### config.mk
export PLATFORM = sky130hd
export DESIGN_NAME = mms_mode_select
export DESIGN_NICKNAME = d
export VERILOG_FILES = /design/src/rtl/mms_pkg.sv /design/src/rtl/mms_mode_select.sv /design/src/rtl/mms_phase_detect.sv /design/src/rtl/mms_ramp_pulse.sv
export SDC_FILE = /design/constraint.sdc
export NUM_CORES = 1
export LEC_CHECK = 0
export ABC_AREA = 1
export BUFFER_PORTS_ARGS = -buffer_cell sky130_fd_sc_hd__buf_2
export CORE_MARGIN = 3
export CORE_UTILIZATION = 45
export CTS_BUF_LIST = sky130_fd_sc_hd__clkbuf_4 sky130_fd_sc_hd__clkbuf_8 sky130_fd_sc_hd__clkbuf_16
export DETAILED_ROUTE_END_ITERATION = 8
export PLACE_DENSITY = 0.68
export SLEW_MARGIN = 30
export SYNTH_ARGS = -nofsm -noshare
export SYNTH_HDL_FRONTEND = slang
export SYNTH_SLANG_ARGS = --single-unit
### constraint.sdc
create_clock -name clk_sys -period 2.6 [get_ports clk_sys]
set_input_delay 0.52 -clock clk_sys [delete_from_list [all_inputs] [get_ports clk_sys]]
set_output_delay 0.52 -clock clk_sys [all_outputs]
set_load 0.1 [all_outputs]
### src/rtl/mms_pkg.sv
// shared constants, state type and decode helper for the phase/mode block
package mms_pkg;

    localparam int CLK_MHZ            = 200;
    localparam int MASK_TIME_US       = 100;
    localparam int MASK_CYCLES        = MASK_TIME_US * CLK_MHZ;
    localparam int DETECT_OSC_CYCLES  = 3;

    localparam logic [3:0] ADDR_CTRL   = 4'h0;
    localparam logic [3:0] ADDR_OSC    = 4'h4;
    localparam logic [3:0] ADDR_SLOPE  = 4'h8;
    localparam logic [3:0] ADDR_STATUS = 4'hC;

    localparam int CTRL_EN_BIT    = 0;
    localparam int ST_COUNT_LSB   = 0;
    localparam int ST_DONE_BIT    = 2;
    localparam int ST_RIPPLE_BIT  = 3;
    localparam int ST_DCM_BIT     = 4;
    localparam int ST_TRANS_BIT   = 5;
    localparam int ST_STRAP2_BIT  = 6;
    localparam int ST_STRAP3_BIT  = 7;

    localparam logic        CTRL_EN_RST    = 1'b0;
    localparam logic [15:0] OSC_PERIOD_RST = 16'h014D;
    localparam logic [7:0]  SLOPE_RST      = 8'h04;
    localparam logic [15:0] OSC_PERIOD_MIN = 16'h0002;

    typedef enum {MMS_IDLE, MMS_DETECT, MMS_RUN} mms_det_e;

    // active phase count from the two strap results
    function automatic logic [1:0] mms_phase_count(input logic s2, input logic s3);
        mms_phase_count = 2'h3 - {1'b0, s2} - {1'b0, s3};
    endfunction

endpackage

### src/rtl/mms_mode_select.sv
// top: phase detection, mode choice, interleave and register slave
`timescale 1ns/1ps
// Summary of operation
// - three phases unless phase pins strapped high
// - sink detection current on phases two, three
// - pin above threshold disables that phase
// - detection finishes within three oscillator cycles
// - detection sink removed once detection ends
// - strapped pins float, others drive logic
// - phases independent, outputs may overlap
// - heavy load runs all phases PWM
// - light load keeps only phase one
// - multiphase uses PWM on master clock
// - low hint gives ripple mode, CCM
// - deep sleep gives ripple with diode emulation
// - transient or limit forces full PWM
// - any code change opens transient window
// - per phase rate is clock over count
// - ripple ramp ends the phase one pulse
// - ripple rate follows load in DIODE_EMULATION_OUT
// - disable output low in single phase
// - diode emulation low at zero current
// - window length from internal hundred microsecond timer
module mms_mode_select #(
    parameter int MASK_CYC = mms_pkg::MASK_CYCLES
) (
    input  wire logic        clk_sys,
    input  wire logic        rstn,
    input  wire logic [3:0]  address,
    input  wire logic        read,
    input  wire logic        write,
    input  wire logic [31:0] writedata,
    output logic [31:0]      readdata,
    output logic             waitrequest,
    input  wire logic        light_load_hint,
    input  wire logic        deep_sleep_request,
    input  wire logic [6:0]  voltage_code,
    input  wire logic        currentLimitHit,
    input  wire logic        rippleTrip,
    input  wire logic [7:0]  errAmpLevel,
    input  wire logic        zeroCrossDetect,
    input  wire logic        phase2PinHigh,
    input  wire logic        phase3PinHigh,
    output logic             phase1_drive_out,
    output logic             phase2_drive_out,
    output logic             phase2DriveOeN,
    output logic             phase3_drive_out,
    output logic             phase3DriveOeN,
    output logic             detectSinkOn,
    output logic             multiphase_disable_out,
    output logic             diode_emulation_out
);
    localparam logic [14:0] MASK_LOAD = 15'(MASK_CYC);

    logic        ctrlEnable;
    logic [15:0] freq_set_resistor;
    logic [7:0]  ramp_slope_set;

    logic [15:0] oscCount;
    logic        oscTick;
    logic        sinkOn;
    logic        detectDone;
    logic        strapped2;
    logic        strapped3;
    logic [1:0]  phaseCount;

    logic [6:0]  lastCode;
    logic        lastSleep;
    logic        codePrimed;
    logic        codeEvent;
    logic [14:0] maskCount;
    logic        transient;

    logic        forceFull;
    logic        ripple_pulse_mode;
    logic        dcmMode;
    logic [2:0]  activeMask;
    logic [1:0]  rotation;
    logic [2:0]  startVec;
    logic [2:0]  pulseVec;
    logic        running;
    logic        busAccept;

    // next phase index in rotation, skipping disabled ones
    function automatic logic [1:0] nextPhase(input logic [1:0] cur, input logic [2:0] mask);
        logic [1:0] cand;
        cand = cur;
        for (int i = 0; i < 3; i++) begin
            cand = (cand == 2'h2) ? 2'h0 : cand + 2'h1;
            if (mask[cand]) return cand;
        end
        return 2'h0;
    endfunction

    // ---------------- register slave ----------------
    assign busAccept = (read || write) && !waitrequest;

    // one wait cycle, then a single acknowledged cycle
    always_ff @(posedge clk_sys or negedge rstn) begin
        if (!rstn) waitrequest <= 1'b1;
        else       waitrequest <= !((read || write) && waitrequest);
    end

    always_ff @(posedge clk_sys or negedge rstn) begin
        if (!rstn) begin
            ctrlEnable        <= mms_pkg::CTRL_EN_RST;
            freq_set_resistor <= mms_pkg::OSC_PERIOD_RST;
            ramp_slope_set    <= mms_pkg::SLOPE_RST;
        end else if (write && busAccept) begin
            case (address)
                mms_pkg::ADDR_CTRL:  ctrlEnable <= writedata[mms_pkg::CTRL_EN_BIT];
                mms_pkg::ADDR_OSC: begin
                    // too short a period would stall the interleave
                    if (writedata[15:0] >= mms_pkg::OSC_PERIOD_MIN)
                        freq_set_resistor <= writedata[15:0];
                end
                mms_pkg::ADDR_SLOPE: ramp_slope_set <= writedata[7:0];
                default: ;
            endcase
        end
    end

    always_ff @(posedge clk_sys or negedge rstn) begin
        if (!rstn) readdata <= 32'h00000000;
        else if (read && waitrequest) begin
            case (address)
                mms_pkg::ADDR_CTRL:   readdata <= {31'h0, ctrlEnable};
                mms_pkg::ADDR_OSC:    readdata <= {16'h0, freq_set_resistor};
                mms_pkg::ADDR_SLOPE:  readdata <= {24'h0, ramp_slope_set};
                mms_pkg::ADDR_STATUS: readdata <= {24'h0, strapped3, strapped2, transient,
                                                   dcmMode, ripple_pulse_mode, detectDone,
                                                   phaseCount};
                default:              readdata <= 32'h00000000;
            endcase
        end
    end

    // ---------------- internal oscillator ----------------
    always_ff @(posedge clk_sys or negedge rstn) begin
        if (!rstn) begin
            oscCount <= 16'h0000;
            oscTick  <= 1'b0;
        end else if (!ctrlEnable) begin
            oscCount <= 16'h0000;
            oscTick  <= 1'b0;
        end else if (oscCount >= freq_set_resistor - 16'h0001) begin
            oscCount <= 16'h0000;
            oscTick  <= 1'b1;
        end else begin
            oscCount <= oscCount + 16'h0001;
            oscTick  <= 1'b0;
        end
    end

    mms_phase_detect u_detect (
        .clk_sys       (clk_sys),
        .rstn          (rstn),
        .enable        (ctrlEnable),
        .oscTick       (oscTick),
        .phase2PinHigh (phase2PinHigh),
        .phase3PinHigh (phase3PinHigh),
        .sinkOn        (sinkOn),
        .detectDone    (detectDone),
        .strapped2     (strapped2),
        .strapped3     (strapped3),
        .phaseCount    (phaseCount)
    );

    assign running    = ctrlEnable && detectDone;
    assign activeMask = {!strapped3, !strapped2, 1'b1};

    // ---------------- transient window ----------------
    always_ff @(posedge clk_sys or negedge rstn) begin
        if (!rstn) begin
            lastCode   <= 7'h00;
            lastSleep  <= 1'b0;
            codePrimed <= 1'b0;
        end else begin
            lastCode   <= voltage_code;
            lastSleep  <= deep_sleep_request;
            codePrimed <= 1'b1;
        end
    end

    // no false window on the first edge after reset, history is unknown there
    assign codeEvent = codePrimed &&
                       ((voltage_code != lastCode) || (deep_sleep_request != lastSleep));

    // restarts on every change, length of the mask timer
    always_ff @(posedge clk_sys or negedge rstn) begin
        if (!rstn) begin
            maskCount <= 15'h0000;
            transient <= 1'b0;
        end else if (codeEvent) begin
            maskCount <= MASK_LOAD - 15'h0001;
            transient <= 1'b1;
        end else if (maskCount != 15'h0000) begin
            maskCount <= maskCount - 15'h0001;
        end else begin
            transient <= 1'b0;
        end
    end

    // ---------------- mode choice ----------------
    assign forceFull = transient || currentLimitHit;

    // full PWM under heavy load without deep sleep, or on transient or limit; else ripple on phase one
    always_ff @(posedge clk_sys or negedge rstn) begin
        if (!rstn) begin
            ripple_pulse_mode <= 1'b0;
            dcmMode           <= 1'b0;
        end else begin
            ripple_pulse_mode <= !forceFull && (!light_load_hint || deep_sleep_request);
            dcmMode           <= !forceFull && deep_sleep_request;
        end
    end

    // ---------------- interleave ----------------
    // one start per master tick, rotating, so rate is tick over count
    always_ff @(posedge clk_sys or negedge rstn) begin
        if (!rstn) begin
            rotation <= 2'h0;
            startVec <= 3'h0;
        end else begin
            startVec <= 3'h0;
            if (!running) rotation <= 2'h0;
            else if (ripple_pulse_mode) begin
                rotation    <= 2'h0;
                startVec[0] <= rippleTrip && !pulseVec[0];
            end else if (oscTick) begin
                startVec[rotation] <= 1'b1;
                rotation           <= nextPhase(rotation, activeMask);
            end
        end
    end

    genvar g;
    generate
        for (g = 0; g < 3; g++) begin : gPhase
            mms_ramp_pulse u_ramp (
                .clk_sys   (clk_sys),
                .rstn      (rstn),
                .active    (running && activeMask[g] && (g == 0 || !ripple_pulse_mode)),
                .start     (startVec[g]),
                .errLevel  (errAmpLevel),
                .slope     (ramp_slope_set),
                .pulseHigh (pulseVec[g])
            );
        end
    endgenerate

    // ---------------- pin drive ----------------
    // strapped pins float; phase two and three pins float until detection is done
    always_ff @(posedge clk_sys or negedge rstn) begin
        if (!rstn) begin
            phase1_drive_out <= 1'b0;
            phase2_drive_out <= 1'b0;
            phase3_drive_out <= 1'b0;
            phase2DriveOeN   <= 1'b1;
            phase3DriveOeN   <= 1'b1;
            detectSinkOn     <= 1'b0;
        end else begin
            phase1_drive_out <= pulseVec[0];
            phase2_drive_out <= pulseVec[1];
            phase3_drive_out <= pulseVec[2];
            phase2DriveOeN   <= !(detectDone && !strapped2);
            phase3DriveOeN   <= !(detectDone && !strapped3);
            detectSinkOn     <= sinkOn;
        end
    end

    // low in single phase or shutdown
    always_ff @(posedge clk_sys or negedge rstn) begin
        if (!rstn) multiphase_disable_out <= 1'b0;
        else       multiphase_disable_out <= running && !ripple_pulse_mode;
    end

    // low-side gate blocked from zero crossing until next phase one start
    always_ff @(posedge clk_sys or negedge rstn) begin
        if (!rstn) diode_emulation_out <= 1'b1;
        else if (!dcmMode || startVec[0]) diode_emulation_out <= 1'b1;
        else if (zeroCrossDetect) diode_emulation_out <= 1'b0;
    end

    // ---------------- checks ----------------
    property p_full_on_limit;
        @(posedge clk_sys) disable iff (!rstn)
        currentLimitHit |=> !ripple_pulse_mode;
    endproperty
    a_full_on_limit: assert property (p_full_on_limit) else $error("ripple during limit");

    property p_heavy_pwm;
        @(posedge clk_sys) disable iff (!rstn)
        light_load_hint && !deep_sleep_request |=> !ripple_pulse_mode;
    endproperty
    a_heavy_pwm: assert property (p_heavy_pwm) else $error("ripple under heavy load");

    property p_light_single;
        @(posedge clk_sys) disable iff (!rstn)
        !light_load_hint && !transient && !currentLimitHit && !codeEvent
            |=> ripple_pulse_mode;
    endproperty
    a_light_single: assert property (p_light_single) else $error("no ripple at light load");

    property p_window_opens;
        @(posedge clk_sys) disable iff (!rstn)
        codeEvent |=> transient && maskCount == MASK_LOAD - 15'h0001;
    endproperty
    a_window_opens: assert property (p_window_opens) else $error("window not restarted");

    property p_disable_single;
        @(posedge clk_sys) disable iff (!rstn)
        ripple_pulse_mode |=> !multiphase_disable_out;
    endproperty
    a_disable_single: assert property (p_disable_single) else $error("disable high single");

    property p_zero_cross;
        @(posedge clk_sys) disable iff (!rstn)
        dcmMode && zeroCrossDetect && !startVec[0] |=> !diode_emulation_out;
    endproperty
    a_zero_cross: assert property (p_zero_cross) else $error("emulation not low");

    property p_strap_float;
        @(posedge clk_sys) disable iff (!rstn)
        detectDone && strapped3 |=> phase3DriveOeN && !phase3_drive_out;
    endproperty
    a_strap_float: assert property (p_strap_float) else $error("strapped pin driven");

    property p_rotation_skip;
        @(posedge clk_sys) disable iff (!rstn)
        running && !ripple_pulse_mode && oscTick |=> activeMask[$past(rotation)] ##0
            startVec != 3'h0;
    endproperty
    a_rotation_skip: assert property (p_rotation_skip) else $error("start missed");

    property p_single_phase1;
        @(posedge clk_sys) disable iff (!rstn)
        ripple_pulse_mode && $past(ripple_pulse_mode) |-> startVec[2:1] == 2'h0;
    endproperty
    a_single_phase1: assert property (p_single_phase1) else $error("phase 2/3 started");

endmodule // mms_mode_select

### src/rtl/mms_phase_detect.sv
// strap detection of phase count after enable
`timescale 1ns/1ps
module mms_phase_detect (
    input  wire logic       clk_sys,
    input  wire logic       rstn,
    input  wire logic       enable,
    input  wire logic       oscTick,
    input  wire logic       phase2PinHigh,
    input  wire logic       phase3PinHigh,
    output logic            sinkOn,
    output logic            detectDone,
    output logic            strapped2,
    output logic            strapped3,
    output logic [1:0]      phaseCount
);
    mms_pkg::mms_det_e state;
    logic [1:0]        tickCount;

    always_ff @(posedge clk_sys or negedge rstn) begin
        if (!rstn) begin
            state     <= mms_pkg::MMS_IDLE;
            tickCount <= 2'h0;
        end else begin
            case (state)
                mms_pkg::MMS_IDLE: begin
                    tickCount <= 2'h0;
                    if (enable) state <= mms_pkg::MMS_DETECT;
                end
                mms_pkg::MMS_DETECT: begin
                    if (!enable) state <= mms_pkg::MMS_IDLE;
                    else if (oscTick) begin
                        tickCount <= tickCount + 2'h1;
                        // decided on the third oscillator edge
                        if (tickCount == 2'(mms_pkg::DETECT_OSC_CYCLES - 1))
                            state <= mms_pkg::MMS_RUN;
                    end
                end
                mms_pkg::MMS_RUN: begin
                    if (!enable) state <= mms_pkg::MMS_IDLE;
                end
                default: state <= mms_pkg::MMS_IDLE;
            endcase
        end
    end

    // sink only while detecting, so unstrapped pins read low
    always_ff @(posedge clk_sys or negedge rstn) begin
        if (!rstn) sinkOn <= 1'b0;
        else       sinkOn <= (state == mms_pkg::MMS_DETECT) && enable;
    end

    // latched once, held until the next enable
    always_ff @(posedge clk_sys or negedge rstn) begin
        if (!rstn) begin
            strapped2  <= 1'b0;
            strapped3  <= 1'b0;
            phaseCount <= 2'h3;
            detectDone <= 1'b0;
        end else if (state == mms_pkg::MMS_DETECT && oscTick
                     && tickCount == 2'(mms_pkg::DETECT_OSC_CYCLES - 1)) begin
            strapped2  <= phase2PinHigh;
            strapped3  <= phase3PinHigh;
            phaseCount <= mms_pkg::mms_phase_count(phase2PinHigh, phase3PinHigh);
            detectDone <= 1'b1;
        end else if (state == mms_pkg::MMS_IDLE) begin
            detectDone <= 1'b0;
        end
    end

    property p_sink_ends;
        @(posedge clk_sys) disable iff (!rstn)
        $rose(detectDone) |=> !sinkOn;
    endproperty
    a_sink_ends: assert property (p_sink_ends) else $error("sink still on after detect");

    property p_count_held;
        @(posedge clk_sys) disable iff (!rstn)
        detectDone && $past(detectDone) |-> $stable(phaseCount);
    endproperty
    a_count_held: assert property (p_count_held) else $error("phase count changed");

endmodule // mms_phase_detect

### src/rtl/mms_ramp_pulse.sv
// one phase: set on a start event, ramp until the error level is met
`timescale 1ns/1ps
module mms_ramp_pulse (
    input  wire logic       clk_sys,
    input  wire logic       rstn,
    input  wire logic       active,
    input  wire logic       start,
    input  wire logic [7:0] errLevel,
    input  wire logic [7:0] slope,
    output logic            pulseHigh
);
    logic [8:0] ramp;
    logic [8:0] next_ramp;

    always_comb begin
        next_ramp = ramp + {1'b0, slope};
    end

    // each phase ends on its own ramp, so pulses may overlap
    always_ff @(posedge clk_sys or negedge rstn) begin
        if (!rstn) begin
            pulseHigh <= 1'b0;
            ramp      <= 9'h000;
        end else if (!active) begin
            pulseHigh <= 1'b0;
            ramp      <= 9'h000;
        end else if (start) begin
            pulseHigh <= 1'b1;
            ramp      <= 9'h000;
        end else if (pulseHigh) begin
            ramp <= next_ramp;
            if (next_ramp >= {1'b0, errLevel}) pulseHigh <= 1'b0;
        end
    end

endmodule // mms_ramp_pulse

==> results_dict.tcl, run 1 <==
set metrics [dict create \
    intPower_mw 4.57 \
    start_util_pct 46.5 \
    die_h_um 143 \
    reg2reg_from "freq_set_resistor[5]" \
    hold_violations 0 \
    maxCapViolations 0 \
    p_total_mw 6.82 \
    areaGrowthSynthToFinish_pct 24.5 \
    root_buffer "clkbuf_16" \
    gp_congestion 0.871 \
    place_area_um2 9320 \
    cts_tree "yes" \
    diodes 0 \
    layout.cells.non_filler 1397 \
    nets 1289 \
    synthTopCellsByArea "dfrtp_1, nand2_1, ha_1" \
    num_rows 49 \
    core_area_um2 18300 \
    rsz0062_at_grt "yes" \
    multi_input_area_um2 4780 \
    finalClockSkew_ns 0.0143 \
    grt_pass1_wl_mm 33.0 \
    timing.rr.end "oscCount[5]" \
    pwr-share-clk_pct 37.2 \
    r2r_cells 15 \
    viasPerCell 5.03 \
    die_x_um 143 \
    ctsHoldBuffers 0 \
    p_seq_share_pct 36.4 \
    ant_nets 0 \
    synth_cell_types 48 \
    regArea_um2 3500 \
    synth_area_leader_cell "dfrtp_1" \
    antenna_found_initial 0 \
    num_io_pins 103 \
    critPathKind "reg -> reg" \
    place_ws_ns -0.0942 \
    wl_per_cell_um 14.7 \
    drtIter0Drc 364 \
    syn_avg_cell_area_um2 8.29 \
    setup_viol 0 \
    synth_area_um2 8490 \
    period_needed_ns 2.57 \
    async_flop_share_pct 100 \
    synth_top_area_share_pct 37.4 \
    grt_overflow_total 0 \
    critical_path_required_ns 2.91 \
    pwr-share-comb_pct 26.4 \
    cts_buffer_depth 2 \
    power.switching_mw 2.24 \
    swShare_pct 32.9 \
    cp.arrival_ns 2.87 \
    synth_edf_count 0 \
    cp-start-kind "flip-flop" \
    synth-main-ff-cell "dfrtp_1" \
    insertion_delay_ns 0.42 \
    stdcell_area_um2 10600 \
    grt_max_degree 56 \
    max_slew_margin_pct 62.8 \
    grt_pass1_vias 6779 \
    power_density_nw_per_um2 645 \
    yosys_warnings 0 \
    min_path_type "in -> async" \
    fin_crit_sh_pct 98.7 \
    clock-sinks 139 \
    synthTopCellsByCount "nand2_1, inv_1, dfrtp_1, nor2_1, ha_1" \
    dp_cells 1350 \
    path_clk_slew_ns 0.06 \
    r2r_slack_ns 0.03 \
    cts_htree_levels 4 \
    portBuffers 70 \
    fill_cells 1589 \
    dieArea_um2 20500 \
    leakagePower_nw 5.37 \
    track_usage_pct 20.2 \
    wl_mm 20.5 \
    drc 0 \
    timing.final.ws_setup_ns 0.0332 \
    crit_path_end_kind "flip-flop" \
    yosysSeqAreaShare_pct 41.2 \
    peakVddDrop_uv 471 \
    cp_max_fo 8 \
    ys_ff_latch 139 \
    drv_slew 0 \
    max_freq_mhz 390 \
    tightestPinTransition_ns 0.558 \
    firstDrtPassIters 5 \
    layout-drive-gt1-share_pct 24.8 \
    dp_hpwl_mm 14.9 \
    cts_buffers 17 \
    syn_inst 1024 \
    status "completed" \
    synth_most_common_cell "nand2_1" \
    vias 7032 \
]
[timing repair]
action                                  CTS  global route
setup buffers                             2            11
resized for setup                         5           102
endpoints found under the hold margin     0             0
gates cloned                              0             2
pin swaps                                 1            35
endpoints found under the setup margin   20            20
[power groups by stage]
stage	clock network [mW]	registers, mW	logic, mW
6_report	2.53	2.48	1.80
5_1_grt	2.68	2.50	2.02
4_1_cts	2.59	2.46	1.56
3_5_place_dp	0	2.50	1.54
3_3_place_gp	0	2.50	1.49
2_1_floorplan	0	2.56	0.970
[critical path, stage by stage, from the launching register on]
cell,delay [ns]
dfrtp_2,0.43
buf_4,0.15
nor2_2,0.09
nand2_1,0.10
nor2_4,0.11
nand3b_1,0.12
nor3_2,0.15
xor2_1,0.16
inv_1,0.06
ha_1,0.27
nand4_1,0.14
nor3_2,0.16
nand3_1,0.15
nand3_4,0.16
clkbuf_16,0.17
nor2_1,0.04
[routing by layer]
metal / vias to the layer above / routed length (µm) / global-route usage (%)
met5: - / 0 / 0
li1: 3591 / - / -
met2: 123 / 10100 / 33.0
met3: 21 / 666 / 3.76
met1: 3297 / 9430 / 27.6
met4: 0 / 330 / 6.10
[sequential cells by signal (all words and copies together) (netlist names), 3 cells and up]
| register | flops |
|---|---|
| gPhase.u_ramp.ramp | 27 |
| freq_set_resistor | 16 |
| oscCount | 16 |
| readdata | 16 |
| maskCount | 15 |
| ramp_slope_set | 8 |
| lastCode | 7 |
| gPhase.u_ramp.pulseHigh | 3 |
| startVec | 3 |
[worst max-delay path by stage]
stage | slack, ns | startpoint | end | cells after the start
6_report | 0.03 | freq_set_resistor[5] | oscCount[5] | 15
5_1_grt | -0.11 | freq_set_resistor[5] | oscCount[9] | 15
4_1_cts | -0.06 | ramp_slope_set[0] | gPhase[1].u_ramp.pulseHigh | 14
3_5_place_dp | -0.09 | ramp_slope_set[0] | gPhase[1].u_ramp.pulseHigh | 14
3_3_place_gp | -0.04 | ramp_slope_set[0] | gPhase[1].u_ramp.pulseHigh | 14
2_1_floorplan | 0.03 | freq_set_resistor[0] | oscCount[10] | 15
[logic make-up (layout without fill, tap and decap cells)]
logic type | count (synthesis) | after routing | share of synthesized area, %
and+or+nand+nor | 439 | 439 | 23.8
buffers and inverters | 172 | 301 | 8.70
AOI/OAI and AO/OA | 151 | 151 | 10.4
DFF | 139 | 139 | 41.2
adders and majority gates | 72 | 72 | 10.9
xor gates and xnor gates | 49 | 49 | 5.06
other | 2 | 17 | 0.0885
[placed cells by master (no fill, tap or decap), types with 5 or more instances in the layout]
cell type  instances
a21oi_1           40
a21oi_2            5
a22o_1             8
buf_2             69
buf_4             47
clkbuf_16         19
conb_1            17
dfrtp_1          119
dfrtp_2            8
dfstp_2           12
ha_1              52
ha_4              14
inv_1            137
inv_2              8
nand2_1          223
nand2_2           15
nand2_4            6
nand3_1           48
nand3_2            8
nand3b_1           9
nand4_1           15
nor2_1            61
nor2_2            10
nor2_4             8
nor3_1            12
nor3_4             6
o21ai_0           47
o21ai_1           12
o21ai_2            8
o21bai_1           7
o22ai_1            5
o31ai_1            5
xnor2_1           18
xor2_1            29
[cell type report]
type | instances | share of cell area (%)
timing repair buffer | 123 | 7.86
tap | 229 | 2.71
clock buffer | 19 | 4.23
multi-input combinational | 728 | 45.3
sequential | 139 | 33.2
clock inverter | 13 | 1.56
inverter | 146 | 5.19
[through the flow]
step / TNS, ns / util [%] / hold WS (ns)
after floorplan: 0 / - / 0.224
after global placement: -0.0368 / 51.0 / 0.336
after detailed placement: -0.630 / 51.0 / 0.335
after CTS: -0.0865 / 54.6 / 0.0891
after global routing: -1.84 / 57.8 / 0.114
final: 0 / 57.8 / 0.0749
Note: power is estimated with default switching activity, not from simulation.
==> run 2: changes to the inputs <==
Settings changed: ABC_AREA 1 to not set.
==> results_dict.tcl, run 2 <==
set metrics [dict create \
    firstDrtPassIters 4 \
    nets 1034 \
    grt_max_degree 68 \
    period_needed_ns 3.14 \
    synth-main-ff-cell "dfrtp_1" \
    synth_cell_types 62 \
    dp_cells 1089 \
    wl_per_cell_um 16.3 \
    finalSetupTns_ns -8.98 \
    maxCapViolations 0 \
    core_area_um2 16900 \
    grt_pass1_vias 5987 \
    synthTopCellsByArea "dfrtp_1, ha_1, mux2_2" \
    max_slew_margin_pct 55.6 \
    synth_area_leader_cell "dfrtp_1" \
    tightestPinTransition_ns 0.665 \
    crit_slowest_cell "or4_4" \
    power_density_nw_per_um2 701 \
    synth_edf_count 0 \
    viasPerCell 5.27 \
    wl_mm 18.5 \
    die_h_um 138 \
    syn_inst 745 \
    insertion_delay_ns 0.42 \
    cp_max_fo 16 \
    gp_congestion 0.882 \
    yosys_warnings 0 \
    place_area_um2 8950 \
    diodes 0 \
    min_path_type "in -> async" \
    largest_reg_flops 27 \
    pwr-share-comb_pct 27.6 \
    hold_violations 0 \
    synth_most_common_cell "dfrtp_1" \
    track_usage_pct 19.7 \
    slowest_delay_ns 0.55 \
    timing.final.ws_setup_ns -0.544 \
    intPower_mw 4.72 \
    swShare_pct 31.7 \
    dp_hpwl_mm 13.6 \
    layout-drive-gt1-share_pct 30.3 \
    final_util_pct 58.3 \
    portBuffers 70 \
    synth_top_area_share_pct 40.3 \
    violations "negative setup slack" \
    layout_common_cells "dfrtp_1, buf_4, buf_2" \
    synth_area_um2 7890 \
    setup_viol 19 \
    crit_path_end_kind "flip-flop" \
    crit_chain "or4_4, or3_4, nor3_4, xnor2_1, ha_1, a21o_1, a21o_1, a221oi_2, o211ai_1, a41o_1, buf_12, nor2_1" \
    drtIter0Drc 279 \
    status "complete, but fails checks" \
    place_ws_ns -0.539 \
    peakVddDrop_uv 564 \
    num_io_pins 103 \
    drc 0 \
    p_total_mw 6.91 \
    path_clk_slew_ns 0.06 \
    pwr-share-clk_pct 36.7 \
    dieArea_um2 19200 \
    ctsHoldBuffers 0 \
    rsz0062_at_grt "yes" \
    max_freq_mhz 318 \
    whs_ns 0.115 \
    cts_htree_levels 4 \
    cts_buffer_depth 2 \
    root_buffer "clkbuf_16" \
    stdcell_area_um2 9850 \
    clock-sinks 139 \
    final_common_cell "dfrtp_1" \
    async_flop_share_pct 100 \
    drv_slew 0 \
    grt_pass1_wl_mm 30.4 \
    critPathKind "reg -> reg" \
    layout.cells.non_filler 1133 \
    grt_overflow_total 0 \
    areaGrowthSynthToFinish_pct 24.8 \
    fin_crit_sh_pct 121 \
    finalClockSkew_ns 0.00647 \
    ant_nets 0 \
    p_seq_share_pct 35.7 \
    cp-start-kind "flip-flop" \
    vias 5971 \
    die_x_um 138 \
    num_rows 47 \
    crit_path_frequent_cell "a21o_1" \
    cts_tree "yes" \
    antenna_found_initial 0 \
    top_register "gPhase.u_ramp.ramp" \
    yosysSeqAreaShare_pct 44.3 \
    fill_cells 1388 \
    cts_buffers 17 \
    synthTopCellsByCount "dfrtp_1, ha_1, nor2_1, nand2_1, xnor2_1" \
    critical_path_required_ns 2.94 \
    start_util_pct 46.7 \
    cp.arrival_ns 3.48 \
    leakagePower_nw 4.73 \
    power.switching_mw 2.19 \
    ys_ff_latch 139 \
    syn_avg_cell_area_um2 10.6 \
]
[run 2: cell count changes in the layout (fill, tap and decap cells not counted), moves of 22 or more]
cell,before,now
a21oi_1,40,18
buf_4,47,79
nand3_1,48,23
o21ai_0,47,25
nand2_1,223,41
mux2_2,0,33
inv_1,137,37
[run 2: critical path: cells and delay by family (launching register included)]
family | cells | cell delay, ns
flip-flops | 1 | 0.37
AO/OA/AOI/OAI | 5 | 1.00
adder cells (fa/ha/maj) | 1 | 0.27
XOR/XNOR | 1 | 0.14
buffers and inverters | 1 | 0.16
AND/OR/NAND/NOR | 4 | 1.16
[run 2: cell type report]
cell class / instances / area, µm² / share of cell area [%]
Tap cell: 220 / 275 / 2.80
Timing Repair Buffer: 152 / 1000 / 10.2
Sequential cell: 139 / 3490 / 35.5
Inverter: 37 / 139 / 1.41
Clock buffer: 20 / 448 / 4.55
Clock inverter: 12 / 164 / 1.66
Multi-Input combinational cell: 553 / 4330 / 43.9
[run 2: final timing paths]
check / startpoint / to / slack, ns / cells after the start
hold reg to reg: u_detect.sinkOn / detectSinkOn / 0.37 / 0
setup reg to reg: freq_set_resistor[9] / oscCount[6] / -0.54 / 12
hold / removal: rstn / gPhase[0].u_ramp.ramp[0] / 0.11 / 1
max in group asynchronous: rstn / freq_set_resistor[8] / 1.73 / 2
setup / recovery: freq_set_resistor[9] / oscCount[6] / -0.54 / 12
min in group clk_sys: voltage_code[6] / lastCode[6] / 0.23 / 1
[run 2: cells by family after synthesis]
group | synth area share (%)
XOR/XNOR | 7.66
other | 0.0952
AO/OA/AOI/OAI | 11.4
AND/OR/NAND/NOR | 14.1
multiplexers | 6.65
flip-flops | 44.3
adder cells (fa/ha/maj) | 11.7
buffers and inverters | 4.14
[run 2: power by group through the flow]
stage	clock network, mW	registers, mW	logic, mW
finish	2.53	2.47	1.91
global route	2.68	2.49	2.09
CTS	2.57	2.46	1.85
detailed placement	0	2.50	1.76
global placement	0	2.49	1.72
floorplan	0	2.64	0.957
[run 2: layer usage]
| metal | up-vias | global-route usage (%) | wire (µm) |
|---|---|---|---|
| met4 | 0 | 7.64 | 463 |
| li1 | 2938 | - | - |
| met1 | 2899 | 27.6 | 8770 |
| met5 | - | 0 | 0 |
| met2 | 102 | 30.8 | 8780 |
| met3 | 32 | 3.49 | 482 |
[run 2: repair_timing]
action                     4_1_cts  5_1_grt
setup endpoints to repair       20       21
setup buffers                   10        4
pin swaps                       24       26
gates resized for setup         24       20
